--- src/core/oft_pkg.sv ---
`default_nettype none
package oft_pkg;

  // ----------------------------------------------------------------
  // Timing.
  // ----------------------------------------------------------------
  localparam int unsigned CLK_PERIOD_PS = 8000;
  localparam int unsigned TICK_NS = 1000;
  localparam int unsigned TICK_CYCLES = (TICK_NS * 1000) / CLK_PERIOD_PS;
  localparam int unsigned TICKS_PER_MS = 1000000 / TICK_NS;
  localparam int unsigned OVERLOAD_TIME_MS = 200;
  localparam int unsigned SHORT_TIME_MS = 50;
  localparam int unsigned TRIP_TICKS_DEF = OVERLOAD_TIME_MS * TICKS_PER_MS;
  localparam int unsigned PRESC_W = 8;
  localparam int unsigned ACC_W = 24;
  localparam logic [ACC_W-1:0] OVERLOAD_STEP = 24'h00_0001;
  localparam logic [ACC_W-1:0] SHORT_STEP = 24'h00_0004;

  // ----------------------------------------------------------------
  // Feedback thresholds in millivolts.
  // ----------------------------------------------------------------
  localparam int unsigned FB_W = 13;
  localparam logic [FB_W-1:0] OVERLOAD_THR_MV = 13'h0c80;
  localparam logic [FB_W-1:0] SHORT_THR_LO_MV = 13'h0e10;
  localparam logic [FB_W-1:0] SHORT_THR_HI_MV = 13'h0fa0;
  localparam int unsigned OFFSET_W = 10;

  // ----------------------------------------------------------------
  // Register map, byte addresses.
  // ----------------------------------------------------------------
  localparam logic [7:0] ADR_CTRL = 8'h00;
  localparam logic [7:0] ADR_OFFSET = 8'h04;
  localparam logic [7:0] ADR_STATUS = 8'h08;
  localparam logic [7:0] ADR_MASK = 8'h0c;
  localparam logic [7:0] ADR_STATE = 8'h10;
  localparam logic [7:0] ADR_COUNT = 8'h14;
  localparam int unsigned EV_OVERLOAD = 0;
  localparam int unsigned EV_SHORT = 1;
  localparam int unsigned EV_TRIP = 2;
  localparam int unsigned EV_W = 3;
  localparam logic CTRL_RST = 1'b0;
  localparam logic [OFFSET_W-1:0] OFFSET_RST = 10'h000;
  localparam logic [EV_W-1:0] MASK_RST = 3'h0;

  typedef enum logic [3:0] {
    OFT_IDLE  = 4'b0001,
    OFT_COUNT = 4'b0010,
    OFT_FAULT = 4'b0100,
    OFT_LATCH = 4'b1000
  } oft_state_t;

  typedef struct packed {
    oft_state_t state;
    logic [PRESC_W-1:0] presc;
    logic [ACC_W-1:0] acc;
    logic pulse_stop;
    logic hiccup;
    logic overload_q;
    logic short_q;
    logic [EV_W-1:0] status;
    logic [EV_W-1:0] mask;
    logic [OFFSET_W-1:0] offset;
    logic short_sel;
    logic ack;
    logic [31:0] rdata;
  } oft_regs_t;

endpackage : oft_pkg
`default_nettype wire

--- src/core/oft_overload_fault_timer.sv ---
// How it works
// - Timer starts as soon as overload is present.
// - Overload alone needs 200 ms of counting before a fault.
// - Short circuit counts four times faster, 50 ms to a fault.
// - Short circuit is feedback above 3.6 V, or 4.0 V by choice.
// - Overload is feedback at 3.2 V minus four times the offset.
// - Timer clears to zero when both conditions are gone.
// - Switching condition keeps the count and only changes the rate.
// - On completion either hiccup restart or latch off, fixed per version.
// - On trip all pulses stop at once; auto version starts hiccup.
`timescale 1ns/100ps
`default_nettype none
module oft_overload_fault_timer
  import oft_pkg::*;
#(
  parameter int unsigned TRIP_TICKS = TRIP_TICKS_DEF,
  parameter bit AUTO_RECOVERY = 1'b1
) (
  input wire logic mclk,
  input wire logic rst,
  input wire logic [FB_W-1:0] feedback_level,
  input wire logic restart_done,
  input wire logic wb_cyc_i,
  input wire logic wb_stb_i,
  input wire logic wb_we_i,
  input wire logic [7:0] wb_adr_i,
  input wire logic [3:0] wb_sel_i,
  input wire logic [31:0] wb_dat_i,
  output logic [31:0] wb_dat_o,
  output logic wb_ack_o,
  output logic pulse_stop,
  output logic hiccup_start,
  output logic fault_latched,
  output logic irq
);

  localparam logic [ACC_W-1:0] TRIP_CNT = ACC_W'(TRIP_TICKS);
  localparam logic [PRESC_W-1:0] PRESC_LAST = PRESC_W'(TICK_CYCLES - 1);
  localparam int TICK_GAP = int'(TICK_CYCLES);

  oft_regs_t st_ff;
  oft_regs_t nxt_st;

  logic overload_condition;
  logic short_circuit_condition;
  logic [FB_W-1:0] overload_thr;
  logic [FB_W-1:0] offset_drop;
  logic tick;
  logic access;
  logic trip;
  logic [ACC_W-1:0] step;
  logic [ACC_W-1:0] acc_sum;

  // ----------------------------------------------------------------
  // Fault detection on the feedback level.
  // ----------------------------------------------------------------
  // The offset is clamped so a large value pins the overload threshold
  // at zero instead of wrapping to a high level.
  assign offset_drop = {1'b0, st_ff.offset, 2'b00};
  assign overload_thr = (offset_drop >= OVERLOAD_THR_MV) ? '0 :
                        OVERLOAD_THR_MV - offset_drop;
  assign overload_condition = feedback_level >= overload_thr;
  assign short_circuit_condition =
    feedback_level > (st_ff.short_sel ? SHORT_THR_HI_MV : SHORT_THR_LO_MV);

  assign tick = st_ff.presc == PRESC_LAST;
  assign access = wb_cyc_i & wb_stb_i & ~st_ff.ack;
  assign step = short_circuit_condition ? SHORT_STEP : OVERLOAD_STEP;
  assign acc_sum = st_ff.acc + step;

  function automatic logic [31:0] merge(input logic [31:0] old_v,
                                        input logic [31:0] new_v,
                                        input logic [3:0] sel);
    logic [31:0] res;
    res = old_v;
    for (int i = 0; i < 4; i++) begin
      if (sel[i]) begin
        res[i*8 +: 8] = new_v[i*8 +: 8];
      end
    end
    return res;
  endfunction : merge

  // ----------------------------------------------------------------
  // Next state.
  // ----------------------------------------------------------------
  always_comb begin
    logic [EV_W-1:0] ev_set;
    logic [EV_W-1:0] ev_clr;
    logic [31:0] wv;
    ev_set = '0;
    ev_clr = '0;
    wv = 32'h0000_0000;
    nxt_st = st_ff;
    nxt_st.ack = 1'b0;
    nxt_st.hiccup = 1'b0;
    nxt_st.overload_q = overload_condition;
    nxt_st.short_q = short_circuit_condition;
    trip = 1'b0;
    nxt_st.presc = tick ? '0 : st_ff.presc + 1'b1;

    case (st_ff.state)
      OFT_IDLE: begin
        nxt_st.acc = '0;
        if (overload_condition | short_circuit_condition) begin
          nxt_st.state = OFT_COUNT;
        end
      end
      OFT_COUNT: begin
        if (!overload_condition && !short_circuit_condition) begin
          nxt_st.acc = '0;
          nxt_st.state = OFT_IDLE;
        end else if (tick) begin
          // count is kept, only the step changes
          // overload alone trips at full count
          if (acc_sum >= TRIP_CNT) begin
            trip = 1'b1;
            nxt_st.acc = TRIP_CNT;
            nxt_st.pulse_stop = 1'b1;
            if (AUTO_RECOVERY) begin
              nxt_st.hiccup = 1'b1;
              nxt_st.state = OFT_FAULT;
            end else begin
              nxt_st.state = OFT_LATCH;
            end
          end else begin
            nxt_st.acc = acc_sum;
          end
        end
      end
      OFT_FAULT: begin
        // The supply hiccup sequencer reports the end of the restart.
        if (restart_done) begin
          nxt_st.acc = '0;
          nxt_st.pulse_stop = 1'b0;
          nxt_st.state = OFT_IDLE;
        end
      end
      OFT_LATCH: begin
        nxt_st.pulse_stop = 1'b1;
      end
      default: begin
        nxt_st.state = OFT_IDLE;
        nxt_st.acc = '0;
        nxt_st.pulse_stop = 1'b1;
      end
    endcase

    // ----------------------------------------------------------------
    // Register bus.
    // ----------------------------------------------------------------
    if (access) begin
      nxt_st.ack = 1'b1;
      case (wb_adr_i)
        ADR_CTRL: nxt_st.rdata = {31'h0, st_ff.short_sel};
        ADR_OFFSET: nxt_st.rdata = {22'h0, st_ff.offset};
        ADR_STATUS: nxt_st.rdata = {29'h0, st_ff.status};
        ADR_MASK: nxt_st.rdata = {29'h0, st_ff.mask};
        ADR_STATE: nxt_st.rdata = {24'h0, st_ff.state, st_ff.pulse_stop,
                                   st_ff.overload_q, st_ff.short_q, 1'b0};
        ADR_COUNT: nxt_st.rdata = {8'h0, st_ff.acc};
        default: nxt_st.rdata = 32'h0000_0000;
      endcase
      if (wb_we_i) begin
        nxt_st.rdata = 32'h0000_0000;
        case (wb_adr_i)
          ADR_CTRL: begin
            wv = merge({31'h0, st_ff.short_sel}, wb_dat_i, wb_sel_i);
            nxt_st.short_sel = wv[0];
          end
          ADR_OFFSET: begin
            wv = merge({22'h0, st_ff.offset}, wb_dat_i, wb_sel_i);
            nxt_st.offset = wv[OFFSET_W-1:0];
          end
          ADR_STATUS: begin
            ev_clr = wb_sel_i[0] ? wb_dat_i[EV_W-1:0] : '0;
          end
          ADR_MASK: begin
            wv = merge({29'h0, st_ff.mask}, wb_dat_i, wb_sel_i);
            nxt_st.mask = wv[EV_W-1:0];
          end
          default: begin
            wv = 32'h0000_0000;
          end
        endcase
      end
    end

    // A new event in the cycle of its clear still sets the bit.
    ev_set[EV_OVERLOAD] = overload_condition & ~st_ff.overload_q;
    ev_set[EV_SHORT] = short_circuit_condition & ~st_ff.short_q;
    ev_set[EV_TRIP] = trip;
    nxt_st.status = (st_ff.status & ~ev_clr) | ev_set;
  end

  // ----------------------------------------------------------------
  // State register.
  // ----------------------------------------------------------------
  always_ff @(posedge mclk or posedge rst) begin
    if (rst) begin
      st_ff <= '{state: OFT_IDLE, presc: '0, acc: '0, pulse_stop: 1'b0,
                 hiccup: 1'b0, overload_q: 1'b0, short_q: 1'b0, status: '0,
                 mask: MASK_RST, offset: OFFSET_RST, short_sel: CTRL_RST,
                 ack: 1'b0, rdata: 32'h0000_0000};
    end else begin
      st_ff <= nxt_st;
    end
  end

  assign wb_dat_o = st_ff.rdata;
  assign wb_ack_o = st_ff.ack;
  assign pulse_stop = st_ff.pulse_stop;
  assign hiccup_start = st_ff.hiccup;
  assign fault_latched = st_ff.state == OFT_LATCH;
  assign irq = |(st_ff.status & st_ff.mask);

  // ----------------------------------------------------------------
  // Checks.
  // ----------------------------------------------------------------
  a_timer_start: assert property (
    @(posedge mclk) disable iff (rst)
    (st_ff.state == OFT_IDLE) && overload_condition
    |=> st_ff.state == OFT_COUNT)
    else $error("timer did not start on overload");

  a_overload_rate: assert property (
    @(posedge mclk) disable iff (rst)
    (st_ff.state == OFT_COUNT) && tick && overload_condition &&
    !short_circuit_condition && (st_ff.acc + OVERLOAD_STEP < TRIP_CNT)
    |=> st_ff.acc == $past(st_ff.acc) + OVERLOAD_STEP && !st_ff.pulse_stop)
    else $error("overload step is not one");

  a_short_rate: assert property (
    @(posedge mclk) disable iff (rst)
    (st_ff.state == OFT_COUNT) && tick && short_circuit_condition &&
    (st_ff.acc + SHORT_STEP < TRIP_CNT)
    |=> st_ff.acc == $past(st_ff.acc) + SHORT_STEP)
    else $error("short circuit step is not four");

  a_short_thresh: assert property (
    @(posedge mclk) disable iff (rst)
    (feedback_level <= SHORT_THR_LO_MV) |-> !short_circuit_condition)
    else $error("short circuit seen below threshold");

  a_overload_thresh: assert property (
    @(posedge mclk) disable iff (rst)
    (st_ff.offset == '0) |->
    overload_condition == (feedback_level >= OVERLOAD_THR_MV))
    else $error("overload threshold wrong without offset");

  a_clear_exit: assert property (
    @(posedge mclk) disable iff (rst)
    (st_ff.state == OFT_COUNT) && !overload_condition &&
    !short_circuit_condition
    |=> st_ff.acc == '0 ##1 st_ff.acc == '0)
    else $error("timer not cleared after fault exit");

  a_keep_count: assert property (
    @(posedge mclk) disable iff (rst)
    (st_ff.state == OFT_COUNT) && overload_condition &&
    (short_circuit_condition != st_ff.short_q)
    |=> st_ff.acc >= $past(st_ff.acc))
    else $error("count lost on condition change");

  a_latch_hold: assert property (
    @(posedge mclk) disable iff (rst)
    fault_latched |=> fault_latched && pulse_stop)
    else $error("latched fault released");

  a_trip_stop: assert property (
    @(posedge mclk) disable iff (rst)
    $rose(st_ff.status[EV_TRIP]) |->
    pulse_stop && (hiccup_start == AUTO_RECOVERY))
    else $error("pulses not stopped on trip");

  a_trip_count: assert property (
    @(posedge mclk) disable iff (rst)
    $rose(pulse_stop) |-> $past(acc_sum) >= TRIP_CNT &&
    $past(st_ff.acc) < TRIP_CNT)
    else $error("trip not at full count");

  a_ack_pulse: assert property (
    @(posedge mclk) disable iff (rst)
    wb_ack_o |=> !wb_ack_o)
    else $error("ack held longer than one cycle");

  a_tick_period: assert property (
    @(posedge mclk) disable iff (rst)
    tick |-> ##TICK_GAP tick)
    else $error("prescaler tick spacing wrong");

  a_count_bound: assert property (
    @(posedge mclk) disable iff (rst)
    st_ff.acc <= TRIP_CNT)
    else $error("count beyond trip level");

  a_idle_zero: assert property (
    @(posedge mclk) disable iff (rst)
    (st_ff.state == OFT_IDLE) |-> st_ff.acc == '0)
    else $error("count not zero while idle");

  a_version_state: assert property (
    @(posedge mclk) disable iff (rst)
    (st_ff.state == OFT_FAULT) || fault_latched |->
    fault_latched != AUTO_RECOVERY)
    else $error("fault state does not match version");

  a_hiccup_pulse: assert property (
    @(posedge mclk) disable iff (rst)
    hiccup_start |=> !hiccup_start)
    else $error("hiccup start longer than one cycle");

  a_fault_hold: assert property (
    @(posedge mclk) disable iff (rst)
    (st_ff.state == OFT_FAULT) && !restart_done
    |=> pulse_stop && (st_ff.state == OFT_FAULT))
    else $error("pulses released before restart");

  a_restart_idle: assert property (
    @(posedge mclk) disable iff (rst)
    (st_ff.state == OFT_FAULT) && restart_done
    |=> !pulse_stop && (st_ff.state == OFT_IDLE) && (st_ff.acc == '0))
    else $error("restart did not return to idle");

  a_trip_sticky: assert property (
    @(posedge mclk) disable iff (rst)
    trip |=> st_ff.status[EV_TRIP])
    else $error("trip event lost");

endmodule : oft_overload_fault_timer
`default_nettype wire

--- config.mk ---
export PLATFORM = sky130hd
export DESIGN_NAME = oft_overload_fault_timer
export DESIGN_NICKNAME = d
export VERILOG_FILES = /design/src/core/oft_pkg.sv /design/src/core/oft_overload_fault_timer.sv
export SDC_FILE = /design/constraint.sdc
export NUM_CORES = 1
export LEC_CHECK = 0
export ABC_CLOCK_PERIOD_IN_PS = 4100
export BUFFER_PORTS_ARGS = -buffer_cell sky130_fd_sc_hd__clkbuf_2
export CORE_ASPECT_RATIO = 0.5
export CORE_UTILIZATION = 43
export CTS_CLUSTER_SIZE = 25
export DETAILED_ROUTE_END_ITERATION = 10
export HOLD_SLACK_MARGIN = 0.02
export PLACE_DENSITY = 0.72
export SLEW_MARGIN = 20
export SYNTH_ARGS = -nofsm -noshare
export SYNTH_HDL_FRONTEND = slang
export SYNTH_SLANG_ARGS = --single-unit
--- constraint.sdc ---
create_clock -name mclk -period 4.1 [get_ports mclk]
set_clock_uncertainty 0.05 [all_clocks]
set_input_delay 0.615 -clock mclk [delete_from_list [all_inputs] [get_ports mclk]]
set_output_delay 0.615 -clock mclk [all_outputs]
set_load 0.01 [all_outputs]
## Yosys cells after proc, flatten, opt, wreduce, memory -nomap -nowiden

Index checks and enable logic that the tools add are counted.

- $add $sub $neg: 3
- $lt $le $gt $ge: 4
- Equal/unequal tests: 17
- Muxes and demuxes: 30
- Bitwise gates (word level): 14
- Reduce and logical (&&, ||, !) cells: 12

Operators with widths:

| cell | number |
|---|---|
| one-hot mux 24 bit (6 select lines) | 1 |
| one-hot mux 24 bit (3 select lines) | 1 |
| two-way mux 24 bit | 2 |
| two-way mux 33 bit | 1 |
| two-way mux 32 bit | 1 |
| two-way mux 26 bit | 1 |
| two-way mux 25 bit | 1 |
| adder 24 x 3 -> 24 bit | 1 |
| greater-or-equal comparator 24 x 18 -> 1 bit, second input constant | 1 |
| two-way mux 4 bit | 5 |
| equality test 8 x 4 -> 1 bit, second input constant | 2 |
| equality test 8 x 5 -> 1 bit, second input constant | 2 |
| one-hot mux 4 bit (4 select lines) | 1 |
| AND reduction 4 bit | 4 |
| two-way mux 3 bit | 5 |
| greater-or-equal comparator 13 bit | 1 |
| > comparator 13 x 12 -> 1 bit | 1 |
| two-way mux 13 bit | 1 |
| subtractor 12 x 12 -> 13 bit, first input constant | 1 |
| greater-or-equal comparator 12 bit, second input constant | 1 |
| inequality test 2 bit, second input constant | 5 |
| AND reduction 5 bit | 2 |
| two-way mux 9 bit | 1 |
| adder 8 x 1 -> 8 bit, second input constant | 1 |
| 22 further kinds | 37 |

- Flip-flop bits (word level): 90
- Input bits: 63
- Output and inout bits: 37
- Logic and storage cells: 94

## Logic depth before layout (Yosys ltp)

- Depth in word-level cells: 10
- Gate-level depth with buffers: 17
- Mapped depth without buffers: 16

## Worst setup path after synthesis

OpenSTA, ideal clock, no wires.

- Path kind: input to register
- From: input feedback_level[4]
- To: register st_ff[71] (netlist name)
- Setup time: 126 ps
- Arrival: 3,835 ps
- Data required time: 3,924 ps
- Slack: 89 ps
- Cell stages on the path: 17
- Buffers on the path: 2
- Path through: inv_1 -> ha_1 -> nor4b_1 -> nand3_1 -> a41oi_1 -> a21o_1 -> clkbuf_1 -> inv_1 -> ha_1 -> a31oi_4 -> nor2_1 -> a2111oi_1 -> o22ai_1 -> or2_1 -> buf_6 -> o21bai_1 -> a221o_1

RTL lines:

| item | RTL line | text |
|---|---|---|
| start: declaration | oft_overload_fault_timer.sv:21 | `input wire logic [FB_W-1:0] feedback_level,` |
| end signal: assignment | oft_overload_fault_timer.sv:201 | `st_ff <= '{state: OFT_IDLE, presc: '0, acc: '0, pulse_stop: 1'b0,` |
| end signal: assignment | oft_overload_fault_timer.sv:206 | `st_ff <= nxt_st;` |
| end: declaration | oft_overload_fault_timer.sv:41 | `oft_regs_t st_ff;` |

## Worst setup path after layout

- From: register st_ff[33] (netlist name)
- To: register st_ff[68] (netlist name)

- Cells in the longest elaborated chain, start to end: 9
- Elaborated cells on any way between the ends: 13
- Classes of those cells: add/sub (1); order compare (2); eq/ne (1); mux (6); reduce/logical (3)

Ends and longest elaborated chain:

| item | RTL line | text |
|---|---|---|
| two-way mux 9 bit (*) | oft_overload_fault_timer.sv:64 | `feedback_level > (st_ff.short_sel ? SHORT_THR_HI_MV : SHORT_THR_LO_MV);` |
| > comparator 13 x 12 -> 1 bit (*) | oft_overload_fault_timer.sv:64 |  |
| two-way mux 3 bit | oft_overload_fault_timer.sv:68 | `assign step = short_circuit_condition ? SHORT_STEP : OVERLOAD_STEP;` |
| adder 24 x 3 -> 24 bit | oft_overload_fault_timer.sv:69 | `assign acc_sum = st_ff.acc + step;` |
| greater-or-equal comparator 24 x 18 -> 1 bit | oft_overload_fault_timer.sv:116 | `if (acc_sum >= TRIP_CNT) begin` |
| two-way mux 24 bit | oft_overload_fault_timer.sv:116 |  |
| two-way mux 26 bit | oft_overload_fault_timer.sv:113 | `end else if (tick) begin` |
| two-way mux 24 bit | oft_overload_fault_timer.sv:110 | `if (!overload_condition && !short_circuit_condition) begin` |
| one-hot mux 24 bit (3 select lines) | oft_overload_fault_timer.sv:102 | `case (st_ff.state)` |

Every way passes the cells marked *; elsewhere a longest branch is shown, timed or not. The select of a mux whose other input is x is not followed.
A chain may end at the register's enable or synchronous reset.

==> results.ini <==
[worst_setup_path]
slowest_stage=dfrtp_1
reg2regPathDepth=17
r2r_setup_slack_ns=0.19
r2r_start=st_ff[33]
worstPathCellList=inv_2, ha_1, nor2b_1, o31a_1, o21ai_0, a21o_1, ha_1, ha_1, buf_4, a21o_1, nand2_1, a31o_2, a22o_1, and2_2, buf_4, a2111oi_2, a21o_1
cp_max_fo=7
cp_slowest_stage_delay_ns=0.39
critPathKind=flop to flop
startpoint_type=flop
crit_required_ns=4.33
crit_path_end_kind=flop
r2r_end=st_ff[68]
cp.arrival_ns=4.13

[logic_synthesis]
synthTopCellsByArea=dfrtp_1 40%, buf_4 5.3%, ha_1 5.3%
async_flop_share=1.00
synth_top_area_frac=0.400
synth-seq-cells=81
seq_area_frac_synth=0.405
yosysWarnings=0
syn-instance-count=527
synth_flop_cell=dfrtp_1
synth.distinct_cells=76
synth_largest_area_cell=dfrtp_1
synth.most_common_cell=dfrtp_1
synth_edf_count=0
netlist_area_um2=5000
synth_area_per_cell_um2=9.49
synthTopCellsByCount=80 x dfrtp_1, 51 x nand2_1, 35 x buf_4

[final_layout]
layout-drive-gt1-share=0.247
area_delta_synth_final_pct=15.8
finalNonFillerCells=744
diodes=0
post-route-util=0.520
fillers=982
fin_nets=678
design_area_um2=5790

[die]
coreArea_um2=11100
fp-row-count=27
die_height_um=78.3
io_pins=100
die_x_um=155
start_util=0.449
die-area_um2=12100

[clock_tree]
cts_num_sinks=81
htreeDepth=3
cts-root-buf=clkbuf_16
cts_tree=done
cts_inserted_buffers=9
clkLatencyLatePin_ns=0.34
post-cts-setup-buffer-count=0
clockBufferDepth=2
clk_pin_slew_ns=0.06

[drt]
drt-total-wl_um=12300
num_vias=4197
vias_per_cell=5.64
drc_errors=0
wl_per_cell_um=16.6
drt_iter0_drc=368
ant_nets=0
dr.pass1.iters=5

[sta]
min_period_ns=3.91
slew-limit-headroom=0.353
fmax_mhz=256
finalSetupTns_ns=0
worst_slew_pin_slew_ns=0.962
fin_crit_sh=0.953
setup_viol=0
hold_viol_final=0
slew_viol_final=0

[placed_design]
gp_congestion=0.872
dp_cells=728
port_buffers=66
hpwl_um=9030
post_dp_cell_area_um2=5460

[outcome]
status=complete, no violations

[global_routing]
grt_pass1_wl_um=20000
grt_overflow_total=0
antenna_found_initial=0
grt_use_total=0.212
grt_max_degree=55
grt_pass1_vias=3992

[hold_path]
min_path_type=primary input to async pin

[power]
p_leak_nw=2.70
peakVddDrop_uv=157
powerDensity_nw_per_um2=317

[job]
cap_violations=0

[what timing repair did]
| action | CTS | global route |
|---|---|---|
| setup endpoints to repair | 4 | 22 |
| resized for setup | 3 | 5 |
| hold buffers | 0 | 0 |
| endpoints found under the hold margin | 0 | 0 |
[placed cells by master, fill, tap and decap left out, types with 19 or more instances in the layout]
| cell type | instances |
|---|---|
| a22o_1 | 19 |
| buf_4 | 32 |
| clkbuf_2 | 66 |
| dfrtp_1 | 80 |
| ha_1 | 20 |
| inv_1 | 24 |
| nand2_1 | 51 |
| nand3_1 | 25 |
| nor2_1 | 28 |
| o21ai_0 | 20 |
[registers in the layout (all words and copies together), names as in the netlist]
register	count
wb_ack_o	1
pulse_stop	1
hiccup_start	1
st_ff	44
wb_dat_o	24
offset_drop	10
[worst max-delay path, delay by kind of cell (launching register included)]
family                   cells  cell delay [ns]
AO/OA/AOI/OAI                8             1.72
adder cells (fa/ha/maj)      3             0.72
buffers and inverters        3             0.43
flip-flops                   1             0.39
AND/OR/NAND/NOR              3             0.53
[metrics by stage]
stage               worst slack (ns)  power [W]  hold WS, ns
global placement              -0.182    0.00101        0.383
detailed placement            -0.294    0.00101        0.381
floorplan                     0.0892   0.000947        0.367
global route                 -0.0175    0.00190        0.434
finish                         0.195    0.00184        0.377
CTS                           0.0365    0.00185        0.392
[power by group]
group	switching, W	internal, W	leakage [nW]
registers	0.0000215	0.000816	1.07
clock network	0.000305	0.000533	0.148
logic	0.000105	0.0000564	1.48
[logic make-up after synthesis]
family	share of synthesized area
mux	0.0265
buf+inv	0.0880
xor+xnor	0.0263
simple gates	0.194
compound gates	0.207
flops	0.405
fa+ha+maj	0.0525
other cells	0.000750
[area by class of cell]
type	count	area, um^2	area share
multi-input cells	376	2600	0.449
inverters	28	106	0.0184
repair buffers	98	571	0.0985
clock inverters	3	65.1	0.0112
well taps	145	181	0.0313
clock buffers	13	240	0.0415
flip-flops and latches	81	2030	0.350
[metal layers]
layer  track usage  routed length, um  share of wire  up-vias
li1              -                  -              -     2043
met1         0.285               5950           0.48     1994
met2         0.333               5420           0.44      141
met3        0.0519                780          0.063       19
met4        0.0752                199          0.016        0
met5             0                  0              0        -
[worst max path at each step]
stage	start	to	cells after the start
finish	st_ff[33]	st_ff[68]	17
global route	st_ff[33]	st_ff[59]	17
CTS	st_ff[33]	st_ff[68]	17
detailed placement	feedback_level[4]	st_ff[71]	16
global placement	feedback_level[4]	st_ff[68]	17
floorplan	feedback_level[4]	st_ff[71]	17
Note: power is estimated with default switching activity, not from simulation.
